<file path="src/epw_consts.svh">
`ifndef EPW_CONSTS_SVH
`define EPW_CONSTS_SVH

// ==========================================================
// register byte offsets
`define EPW_OFS_DBCTL 8'h00
`define EPW_OFS_UNIT 8'h04
`define EPW_OFS_SDCTL 8'h08
`define EPW_OFS_STEER 8'h0C
`define EPW_OFS_DUTYH 8'h10
`define EPW_OFS_PINDIR 8'h14
`define EPW_OFS_TSEL 8'h18
`define EPW_OFS_STATUS 8'h1C

// ==========================================================
// field positions
`define EPW_DB_RSEN 7
`define EPW_SD_ASE 7
`define EPW_STEER_SYNC 4
`define EPW_STAT_PFLAG 8

// ==========================================================
// reset values
`define EPW_RST_BYTE 8'h00
`define EPW_RST_PINDIR 4'hF
`define EPW_RST_SDPINS 3'h4

// ==========================================================
// encodings
`define EPW_MODE_PWM 2'h3
`define EPW_CFG_SINGLE 2'h0
`define EPW_CFG_FWD 2'h1
`define EPW_CFG_HALF 2'h2
`define EPW_CFG_REV 2'h3
`define EPW_SAFE_HIGH 2'h1

// ==========================================================
// timing
`define EPW_CLK_NS 8
`define EPW_TOSC_NS 8
`define EPW_TOSC_PER_TCY 4
`define EPW_TCY_NS (`EPW_TOSC_PER_TCY * `EPW_TOSC_NS)
`define EPW_TCY_CYCLES (`EPW_TCY_NS / `EPW_CLK_NS)

`endif

</file>
<file path="src/epw_pkg.sv">
package epw_pkg;

  // ==========================================================
  // shutdown sequencing
  typedef enum logic [1:0] {
    SD_RUN = 2'h0,
    SD_SHUT = 2'h1,
    SD_WAIT = 2'h3
  } epw_sd_state_t;

  // ==========================================================
  // main stage state
  typedef struct packed {
    logic [7:0] dbCtl;
    logic [7:0] unitCtl;
    logic [2:0] sdSel;
    logic [1:0] safeAc;
    logic [1:0] safeBd;
    logic sdStatus;
    logic [3:0] steerReq;
    logic steerSync;
    logic [3:0] steerEff;
    logic [7:0] dutyHigh;
    logic [3:0] pinDir;
    logic [1:0] timerSel;
    logic periodFlag;
    epw_sd_state_t sdState;
    logic [1:0] tcyCnt;
    logic [2:0] sdMeta;
    logic [2:0] sdSync;
    logic condPrev;
    logic [31:0] prdata;
    logic [3:0] pinOut;
    logic [3:0] pinOe;
  } epw_stage_t;

  // ==========================================================
  // dead-band delay state
  typedef struct packed {
    logic [6:0] cnt;
    logic out;
  } epw_db_t;

endpackage

</file>
<file path="src/epw_dband_if.sv">
`timescale 1ns/100ps
interface epw_dband_if;
  logic modIn;
  logic [6:0] count;
  logic tcyTick;
  logic delayedOut;
  modport stage (output modIn, output count, output tcyTick, input delayedOut);
  modport delay (input modIn, input count, input tcyTick, output delayedOut);
endinterface

</file>
<file path="src/epw_deadband.sv">
`timescale 1ns/100ps
module epw_deadband
  import epw_pkg::*;
(
  // clock and reset
  input wire logic ref_clk,
  input wire logic rst_n,
  // delay channel
  epw_dband_if.delay db
);

  epw_db_t state_r;
  epw_db_t state_nxt;

  // ==========================================================
  // delay on the rising edge only
  always_comb begin
    state_nxt = state_r;
    if (!db.modIn) begin
      state_nxt.cnt = db.count;
    end else if (db.tcyTick && (state_r.cnt != 7'h00)) begin
      state_nxt.cnt = state_r.cnt - 7'h01;
    end
    // a pulse shorter than the count never reaches the output
    state_nxt.out = db.modIn && (state_nxt.cnt == 7'h00);
  end

  always_ff @(posedge ref_clk or negedge rst_n) begin
    if (!rst_n) begin
      state_r <= '0;
    end else begin
      state_r <= state_nxt;
    end
  end

  assign db.delayedOut = state_r.out;
endmodule

</file>
<file path="src/epw_output_stage.sv">
`timescale 1ns/100ps
`include "epw_consts.svh"

// Overview of operation
// - dead band only on inactive-to-active edges
// - seven-bit count in four-clock instruction cycles
// - steering only in PWM single-output mode
// - same signal on every steered pin
// - low mode bits set steered pin polarity
// - shutdown touches only PWM-enabled pins
// - sync clear: steering changes at write
// - sync set: steering changes at period start
// - polarity chosen per pair A/C, B/D
// - period flag sets as each period begins
// - pins high impedance after reset
// - dead band longer than duty keeps inactive
// - auto-restart clears status when condition ends
// - output resumes at next period start
module epw_output_stage
  import epw_pkg::*;
(
  // clock and reset
  input wire logic ref_clk,
  input wire logic rst_n,
  // apb slave
  input wire logic psel,
  input wire logic penable,
  input wire logic pwrite,
  input wire logic [7:0] paddr,
  input wire logic [31:0] pwdata,
  output logic pready,
  output logic [31:0] prdata,
  output logic pslverr,
  // modulator and period timer
  input wire logic pwmIn,
  input wire logic periodStart,
  output logic [9:0] dutyValue,
  output logic [1:0] timerSelect,
  // shutdown sources, asynchronous pins
  input wire logic cmp1Out,
  input wire logic cmp2Out,
  input wire logic faultPin_n,
  // output pins a, b, c, d
  output logic [3:0] pinOut,
  output logic [3:0] pinOe
);

  localparam logic [1:0] TCY_LAST = 2'(`EPW_TCY_CYCLES - 1);

  epw_stage_t state_r;
  epw_stage_t state_nxt;

  logic tcyTick;
  logic [2:0] srcActive;
  logic sdCond;
  logic autoRestart;
  logic modeOn;
  logic singleMode;
  logic acLow;
  logic bdLow;
  logic shutActive;
  logic [1:0] dbOut;
  logic [3:0] pinEn;
  logic [3:0] pinAct;
  logic [3:0] pinOutC;
  logic [3:0] pinOeC;
  logic setupPh;
  logic wrEn;
  logic addrHit;
  logic steerWr;

  // ==========================================================
  // decode helpers
  function automatic logic hitAddr(input logic [7:0] a);
    logic hit;
    hit = 1'b0;
    case (a)
      `EPW_OFS_DBCTL, `EPW_OFS_UNIT, `EPW_OFS_SDCTL, `EPW_OFS_STEER,
      `EPW_OFS_DUTYH, `EPW_OFS_PINDIR, `EPW_OFS_TSEL, `EPW_OFS_STATUS: begin
        hit = 1'b1;
      end
      default: begin
        hit = 1'b0;
      end
    endcase
    return hit;
  endfunction

  function automatic logic [31:0] rdWord(input logic [7:0] a, input epw_stage_t s,
                                         input logic cond);
    logic [31:0] w;
    w = 32'h0000_0000;
    case (a)
      `EPW_OFS_DBCTL: begin
        w = {24'h00_0000, s.dbCtl};
      end
      `EPW_OFS_UNIT: begin
        w = {24'h00_0000, s.unitCtl};
      end
      `EPW_OFS_SDCTL: begin
        w = {24'h00_0000, s.sdStatus, s.sdSel, s.safeAc, s.safeBd};
      end
      `EPW_OFS_STEER: begin
        w = {27'h000_0000, s.steerSync, s.steerReq};
      end
      `EPW_OFS_DUTYH: begin
        w = {24'h00_0000, s.dutyHigh};
      end
      `EPW_OFS_PINDIR: begin
        w = {28'h000_0000, s.pinDir};
      end
      `EPW_OFS_TSEL: begin
        w = {30'h0000_0000, s.timerSel};
      end
      `EPW_OFS_STATUS: begin
        w = {23'h00_0000, s.periodFlag, 1'b0, s.sdState, cond, s.steerEff};
      end
      default: begin
        w = 32'h0000_0000;
      end
    endcase
    return w;
  endfunction

  // which pins carry pwm and what level they want, before polarity
  function automatic logic [7:0] pinMap(input logic [7:0] uc, input logic [3:0] steer,
                                        input logic pwm, input logic [1:0] db);
    logic [3:0] en;
    logic [3:0] act;
    en = 4'h0;
    act = 4'h0;
    if (uc[3:2] == `EPW_MODE_PWM) begin
      case (uc[7:6])
        `EPW_CFG_SINGLE: begin
          en = steer;
          act = {4{pwm}} & steer;
        end
        `EPW_CFG_HALF: begin
          en = 4'h3;
          act = {2'h0, db};
        end
        `EPW_CFG_FWD: begin
          en = 4'hF;
          act = {pwm, 2'h0, 1'b1};
        end
        `EPW_CFG_REV: begin
          en = 4'hF;
          act = {1'b0, 1'b1, pwm, 1'b0};
        end
        default: begin
          en = 4'h0;
        end
      endcase
    end
    return {en, act};
  endfunction

  // ==========================================================
  // shared decodes
  assign tcyTick = (state_r.tcyCnt == TCY_LAST);
  assign srcActive = {~state_r.sdSync[2], state_r.sdSync[1], state_r.sdSync[0]};
  assign sdCond = |(state_r.sdSel & srcActive);
  assign autoRestart = state_r.dbCtl[`EPW_DB_RSEN];
  assign modeOn = (state_r.unitCtl[3:2] == `EPW_MODE_PWM);
  assign singleMode = modeOn && (state_r.unitCtl[7:6] == `EPW_CFG_SINGLE);
  assign acLow = state_r.unitCtl[1];
  assign bdLow = state_r.unitCtl[0];
  assign shutActive = (state_r.sdState != SD_RUN);
  assign setupPh = psel && !penable;
  assign wrEn = psel && penable && pwrite;
  assign addrHit = hitAddr(paddr);
  assign steerWr = wrEn && (paddr == `EPW_OFS_STEER);
  assign {pinEn, pinAct} = pinMap(state_r.unitCtl, state_r.steerEff, pwmIn, dbOut);

  // ==========================================================
  // dead-band channels: a follows pwm, b its complement
  epw_dband_if dbIf [2] ();

  generate
    for (genvar g = 0; g < 2; g++) begin : gDband
      assign dbIf[g].modIn = (g == 0) ? pwmIn : ~pwmIn;
      assign dbIf[g].count = state_r.dbCtl[6:0];
      assign dbIf[g].tcyTick = tcyTick;
      assign dbOut[g] = dbIf[g].delayedOut;
      epw_deadband uDelay (
        .ref_clk(ref_clk),
        .rst_n(rst_n),
        .db(dbIf[g])
      );
    end
  endgenerate

  // ==========================================================
  // pin drivers
  generate
    for (genvar i = 0; i < 4; i++) begin : gPin
      localparam bit IS_AC = ((i % 2) == 0);
      logic pairLow;
      logic [1:0] safeSel;
      assign pairLow = IS_AC ? acLow : bdLow;
      assign safeSel = IS_AC ? state_r.safeAc : state_r.safeBd;
      // only enabled pins take the safe state, others keep their own control
      assign pinOutC[i] = pinEn[i] && ((shutActive && pinEn[i]) ?
                          (safeSel == `EPW_SAFE_HIGH) : (pinAct[i] ^ pairLow));
      // direction reset keeps every driver off until firmware clears it
      assign pinOeC[i] = pinEn[i] && !state_r.pinDir[i] &&
                         !(shutActive && safeSel[1]);
    end
  endgenerate

  // ==========================================================
  // next state
  always_comb begin
    state_nxt = state_r;
    state_nxt.tcyCnt = tcyTick ? 2'h0 : state_r.tcyCnt + 2'h1;
    state_nxt.sdMeta = {faultPin_n, cmp2Out, cmp1Out};
    state_nxt.sdSync = state_r.sdMeta;
    state_nxt.condPrev = sdCond;
    // period-synchronised steering goes first so a direct write still wins
    if (state_r.steerSync && periodStart) begin
      state_nxt.steerEff = state_r.steerReq;
    end
    if (wrEn) begin
      case (paddr)
        `EPW_OFS_DBCTL: begin
          state_nxt.dbCtl = pwdata[7:0];
        end
        `EPW_OFS_UNIT: begin
          state_nxt.unitCtl = pwdata[7:0];
        end
        `EPW_OFS_SDCTL: begin
          state_nxt.sdSel = pwdata[6:4];
          state_nxt.safeAc = pwdata[3:2];
          state_nxt.safeBd = pwdata[1:0];
          if (!sdCond) begin
            state_nxt.sdStatus = pwdata[`EPW_SD_ASE];
          end
        end
        `EPW_OFS_STEER: begin
          state_nxt.steerReq = pwdata[3:0];
          state_nxt.steerSync = pwdata[`EPW_STEER_SYNC];
          if (!pwdata[`EPW_STEER_SYNC]) begin
            state_nxt.steerEff = pwdata[3:0];
          end
        end
        `EPW_OFS_DUTYH: begin
          state_nxt.dutyHigh = pwdata[7:0];
        end
        `EPW_OFS_PINDIR: begin
          state_nxt.pinDir = pwdata[3:0];
        end
        `EPW_OFS_TSEL: begin
          state_nxt.timerSel = pwdata[1:0];
        end
        `EPW_OFS_STATUS: begin
          if (pwdata[`EPW_STAT_PFLAG]) begin
            state_nxt.periodFlag = 1'b0;
          end
        end
        default: begin
          state_nxt.periodFlag = state_nxt.periodFlag;
        end
      endcase
    end
    // the flag event beats a clear in the same cycle
    if (periodStart) begin
      state_nxt.periodFlag = 1'b1;
    end
    if (autoRestart && state_r.condPrev && !sdCond) begin
      state_nxt.sdStatus = 1'b0;
    end
    if (sdCond) begin
      state_nxt.sdStatus = 1'b1;
    end
    case (state_r.sdState)
      SD_RUN: begin
        if (state_r.sdStatus) begin
          state_nxt.sdState = SD_SHUT;
        end
      end
      SD_SHUT: begin
        if (!state_r.sdStatus) begin
          state_nxt.sdState = SD_WAIT;
        end
      end
      SD_WAIT: begin
        if (state_r.sdStatus) begin
          state_nxt.sdState = SD_SHUT;
        end else if (periodStart) begin
          state_nxt.sdState = SD_RUN;
        end
      end
      default: begin
        state_nxt.sdState = SD_SHUT;
      end
    endcase
    if (setupPh) begin
      state_nxt.prdata = rdWord(paddr, state_r, sdCond);
    end
    state_nxt.pinOut = pinOutC;
    state_nxt.pinOe = pinOeC;
  end

  always_ff @(posedge ref_clk or negedge rst_n) begin
    if (!rst_n) begin
      state_r <= '0;
      state_r.pinDir <= `EPW_RST_PINDIR;
      state_r.sdMeta <= `EPW_RST_SDPINS;
      state_r.sdSync <= `EPW_RST_SDPINS;
      state_r.sdState <= SD_RUN;
    end else begin
      state_r <= state_nxt;
    end
  end

  // ==========================================================
  // outputs
  assign pready = 1'b1;
  assign pslverr = psel && penable && !addrHit;
  assign prdata = state_r.prdata;
  assign dutyValue = {state_r.dutyHigh, state_r.unitCtl[5:4]};
  assign timerSelect = state_r.timerSel;
  assign pinOut = state_r.pinOut;
  assign pinOe = state_r.pinOe;
endmodule

</file>
<file path="config.mk">
export PLATFORM = sky130hd
export DESIGN_NAME = epw_output_stage
export DESIGN_NICKNAME = d
export VERILOG_FILES = /design/src/epw_pkg.sv /design/src/epw_dband_if.sv /design/src/epw_deadband.sv /design/src/epw_output_stage.sv
export VERILOG_INCLUDE_DIRS = /design/src
export SDC_FILE = /design/constraint.sdc
export NUM_CORES = 1
export LEC_CHECK = 0
export BUFFER_PORTS_ARGS = -buffer_cell sky130_fd_sc_hd__buf_2
export CORE_ASPECT_RATIO = 0.6
export CORE_MARGIN = 4
export CORE_UTILIZATION = 54
export CTS_BUF_LIST = sky130_fd_sc_hd__clkbuf_8
export DETAILED_ROUTE_END_ITERATION = 10
export PLACE_DENSITY_LB_ADDON = 0.12
export SLEW_MARGIN = 25
export SYNTH_ARGS = -nofsm -noshare
export SYNTH_HDL_FRONTEND = slang
export SYNTH_SLANG_ARGS = --single-unit
export TNS_END_PERCENT = 50
</file>
<file path="constraint.sdc">
create_clock -name ref_clk -period 2.5 [get_ports ref_clk]
set_clock_uncertainty 0.05 [all_clocks]
set_input_delay 0.25 -clock ref_clk [delete_from_list [all_inputs] [get_ports ref_clk]]
set_output_delay 0.25 -clock ref_clk [all_outputs]
set_load 0.03 [all_outputs]
</file>
==> impl_results.md <==
- Post-Syn Area: 4870 µm²
- Clock-pin slew on the worst setup and hold paths: 100 ps
- Yosys warns: 0
- Worst path max stage delay: 650 ps
- Routed WL: 10900 µm
- Initial antenna violation count: 0
- Primary FF master, synth: dfrtp_1
- FF+latch area: about 2300 µm²
- Synth top cells by count: dfrtp_1, buf_4, mux2_2, nand2_1, nor2_1
- Final period util: 0.898
- Critical path peak fanout: 3
- Most frequent cell after synthesis: dfrtp_1
- Async set-reset flop share out of synthesis: 1.00
- Clk buf depth: 2
- TNS Setup: 0 ps
- DR WL/cell: ~18 µm
- Register area share after synthesis: 0.474
- Synth cell types: 53
- Post-synth EDFFs: 0
- Worst Setup SP: state_r[47]$_DFF_PN0_
- Cts bufs inserted: 9
- Antenna Violating Nets Remaining: 0
- Number of diodes: 0
- Nets: 535
- Status: finished clean
- Worst Setup Start Kind: register
- Total global routing overflow: 0
- Vias: 3389
- Crit-path leading delay family: simple AND/OR/NAND/NOR gates
- I/O Pins: 104
- Area contributors post-synth: dfrtp_1, mux2_2, buf_4, dfstp_2, nand2_1
- Area taken by multi-input logic gates: 2130 µm²
- Crit path DAT: 2460 ps
- Initial Utilization: 0.563
- Final Hold Viols: 0
- # fillers: 751
- Clock sinks: 92
- Leak: roughly 2.5 nW
- Vias in the first global route: about 3.2k
- Full die area: 10700 µm²
- Worst path bufs/invs: 0
- WP data required: 2710 ps
- FP Rows: 26
- CTS tree: yes
- Area growth syn-to-layout: 6.80%
- Die Ht: 81.6 µm
- Syn avg cell area: 10.9 µm²
- # Max-Cap Violations: 0
- Core Box Area: 8650 µm²
- Cell taking the most area after synthesis: dfrtp_1
- HP Class: in2reg
- Tmin final: ~2200 ps
- Setup bufs post-CTS: 0
- Synth Register Bits: 92
- DP Area: 4980 µm²
- First-pass detailed-route iteration total: 5
- Worst vdd ir: 0.318 mV
- Post-cts resize count: 0
- First-pass GRT wire length: between 15000 and 20000 µm
- Die Wd: about 130 µm
- Hpwl dp: about 8000 µm
- Crit. End Element: register
- F_max: 445 MHz
- Critical hold path startpoint: periodStart
- GP Congestion: just over 0.9
- Clock latency at the later pin of the worst-skew pair: 380 ps
- Final Cell Area: between 5000 and 6000 µm²
- PD cells: 541 nW/µm²
- Total GRT Usage: 0.219
- Crit path max-delay cell type: or4b_2
- Top cell type's share of synthesized area: 0.442
- Largest net degree at the start of global routing: 46
- Share of post-route cells with drive strength above 1: 0.315
- Count of input and output buffers: 56
- Root buffer cell: clkbuf_8
- Post-Synthesis Cells: ~450
- Final Max Tran Viols: 0
- CTS H-tree depth: 3
- Reg-to-reg setup timing slack: between 200 and 300 ps
- DR iter-0 viols: 298
- DR DRC count: 0
- RSZ-0062 raised after global routing: false
- Worst Tran Pin Value: 578 ps
- Worst r2r src: state_r[47]$_DFF_PN0_
- Final setup violation count: 0
- Relative slew margins: 0.614
- Hold slack: 67.6 ps
- Final core occ: 0.602
- Crit path cell chain: ha_1 > or4b_2 > nor3_1 > mux2i_1 > a21oi_1 > nor4_1
- CP Class: reg2reg
- Vias/cell: approximately 5.7
[layout make-up]
class | instances | area share
tap | 112 | 0.0269
multi-input combinational | 298 | 0.410
timing repair buffer | 68 | 0.0760
clock buffer | 9 | 0.0238
clock inverter | 7 | 0.0115
sequential | 92 | 0.444
inverter | 11 | 0.00793
[cell usage in the layout, fill, tap and decap left out, drive strengths merged, types with 6 or more instances in the layout]
master and instances:
a211oi 11, a21oi 22, a22oi 7, buf 64, clkbuf 9, conb 24
dfrtp 86, dfstp 6, inv 14, mux2 54, mux2i 8, nand2 37
nand3 6, nor2 29, nor3 8, o21ai 21, xnor2 6
[routing by layer]
metal | vias to the layer above | GRT usage | share of wire
met5 | - | 0 | 0
met4 | 0 | 0.0380 | 0.0049
met3 | 6 | 0.0741 | 0.083
met2 | 122 | 0.290 | 0.41
met1 | 1684 | 0.345 | 0.50
li1 | 1577 | - | -
[path summary, 6_finish.rpt]
| check | end | cells after the start |
|---|---|---|
| min in group asynchronous | gDband[0].uDelay.state_r[7]$_DFF_PN0_ | 2 |
| max reg2reg | gDband[0].uDelay.db.delayedOut$_DFF_PN0_ | 6 |
| min | state_r[50]$_DFFE_PN0P_ | 2 |
| min reg2reg | state_r[43]$_DFF_PN1_ | 0 |
| max in group asynchronous | state_r[57]$_DFFE_PN1P_ | 3 |
| max | gDband[0].uDelay.db.delayedOut$_DFF_PN0_ | 6 |
[stage by stage]
stage,std cells,power [mW],setup slack (ps)
2_1_floorplan,469,1.80,229
3_3_place_gp,577,1.88,104
3_5_place_dp,577,1.89,83.7
4_1_cts,597,2.84,271
5_1_grt,597,2.95,63.3
6_report,597,2.82,254
[flip-flops by register name, indices dropped and copies added, names as in the netlist]
signal                       cells
acLow                            1
autoRestart                      1
bdLow                            1
dbIf.count                       7
dutyValue                       10
gDband.uDelay.db.delayedOut      2
gDband.uDelay.state_r           14
gPin.safeSel                     4
pinOe                            4
pinOut                           4
prdata                           9
srcActive                        2
state_nxt                        3
state_r                         28
timerSelect                      2
[report_power, final]
| group | switching [mW] | internal, mW | total [mW] |
|---|---|---|---|
| sequential | 0.0383 | 1.53 | 1.56 |
| clock | 0.573 | 0.376 | 0.949 |
| combinational | 0.206 | 0.0964 | 0.302 |
| total | 0.817 | 2.00 | 2.82 |
[timing repair]
item                                    CTS  global route
endpoints found under the setup margin    0             0
endpoints found under the hold margin    44             0
hold buffers                              4             0
[kinds of logic (layout without fill, tap and decap cells)]
| group | count (synthesis) | count (layout) | synth area share |
|---|---|---|---|
| buf+inv | 79 | 95 | 0.105 |
| flops | 92 | 92 | 0.474 |
| fa+ha+maj | 5 | 5 | 0.0128 |
| compound gates | 79 | 79 | 0.102 |
| simple gates | 116 | 116 | 0.124 |
| mux | 66 | 66 | 0.167 |
| other cells | 2 | 24 | 0.00154 |
| xor+xnor | 8 | 8 | 0.0144 |
No activity file was read; power rests on OpenSTA's default activity.
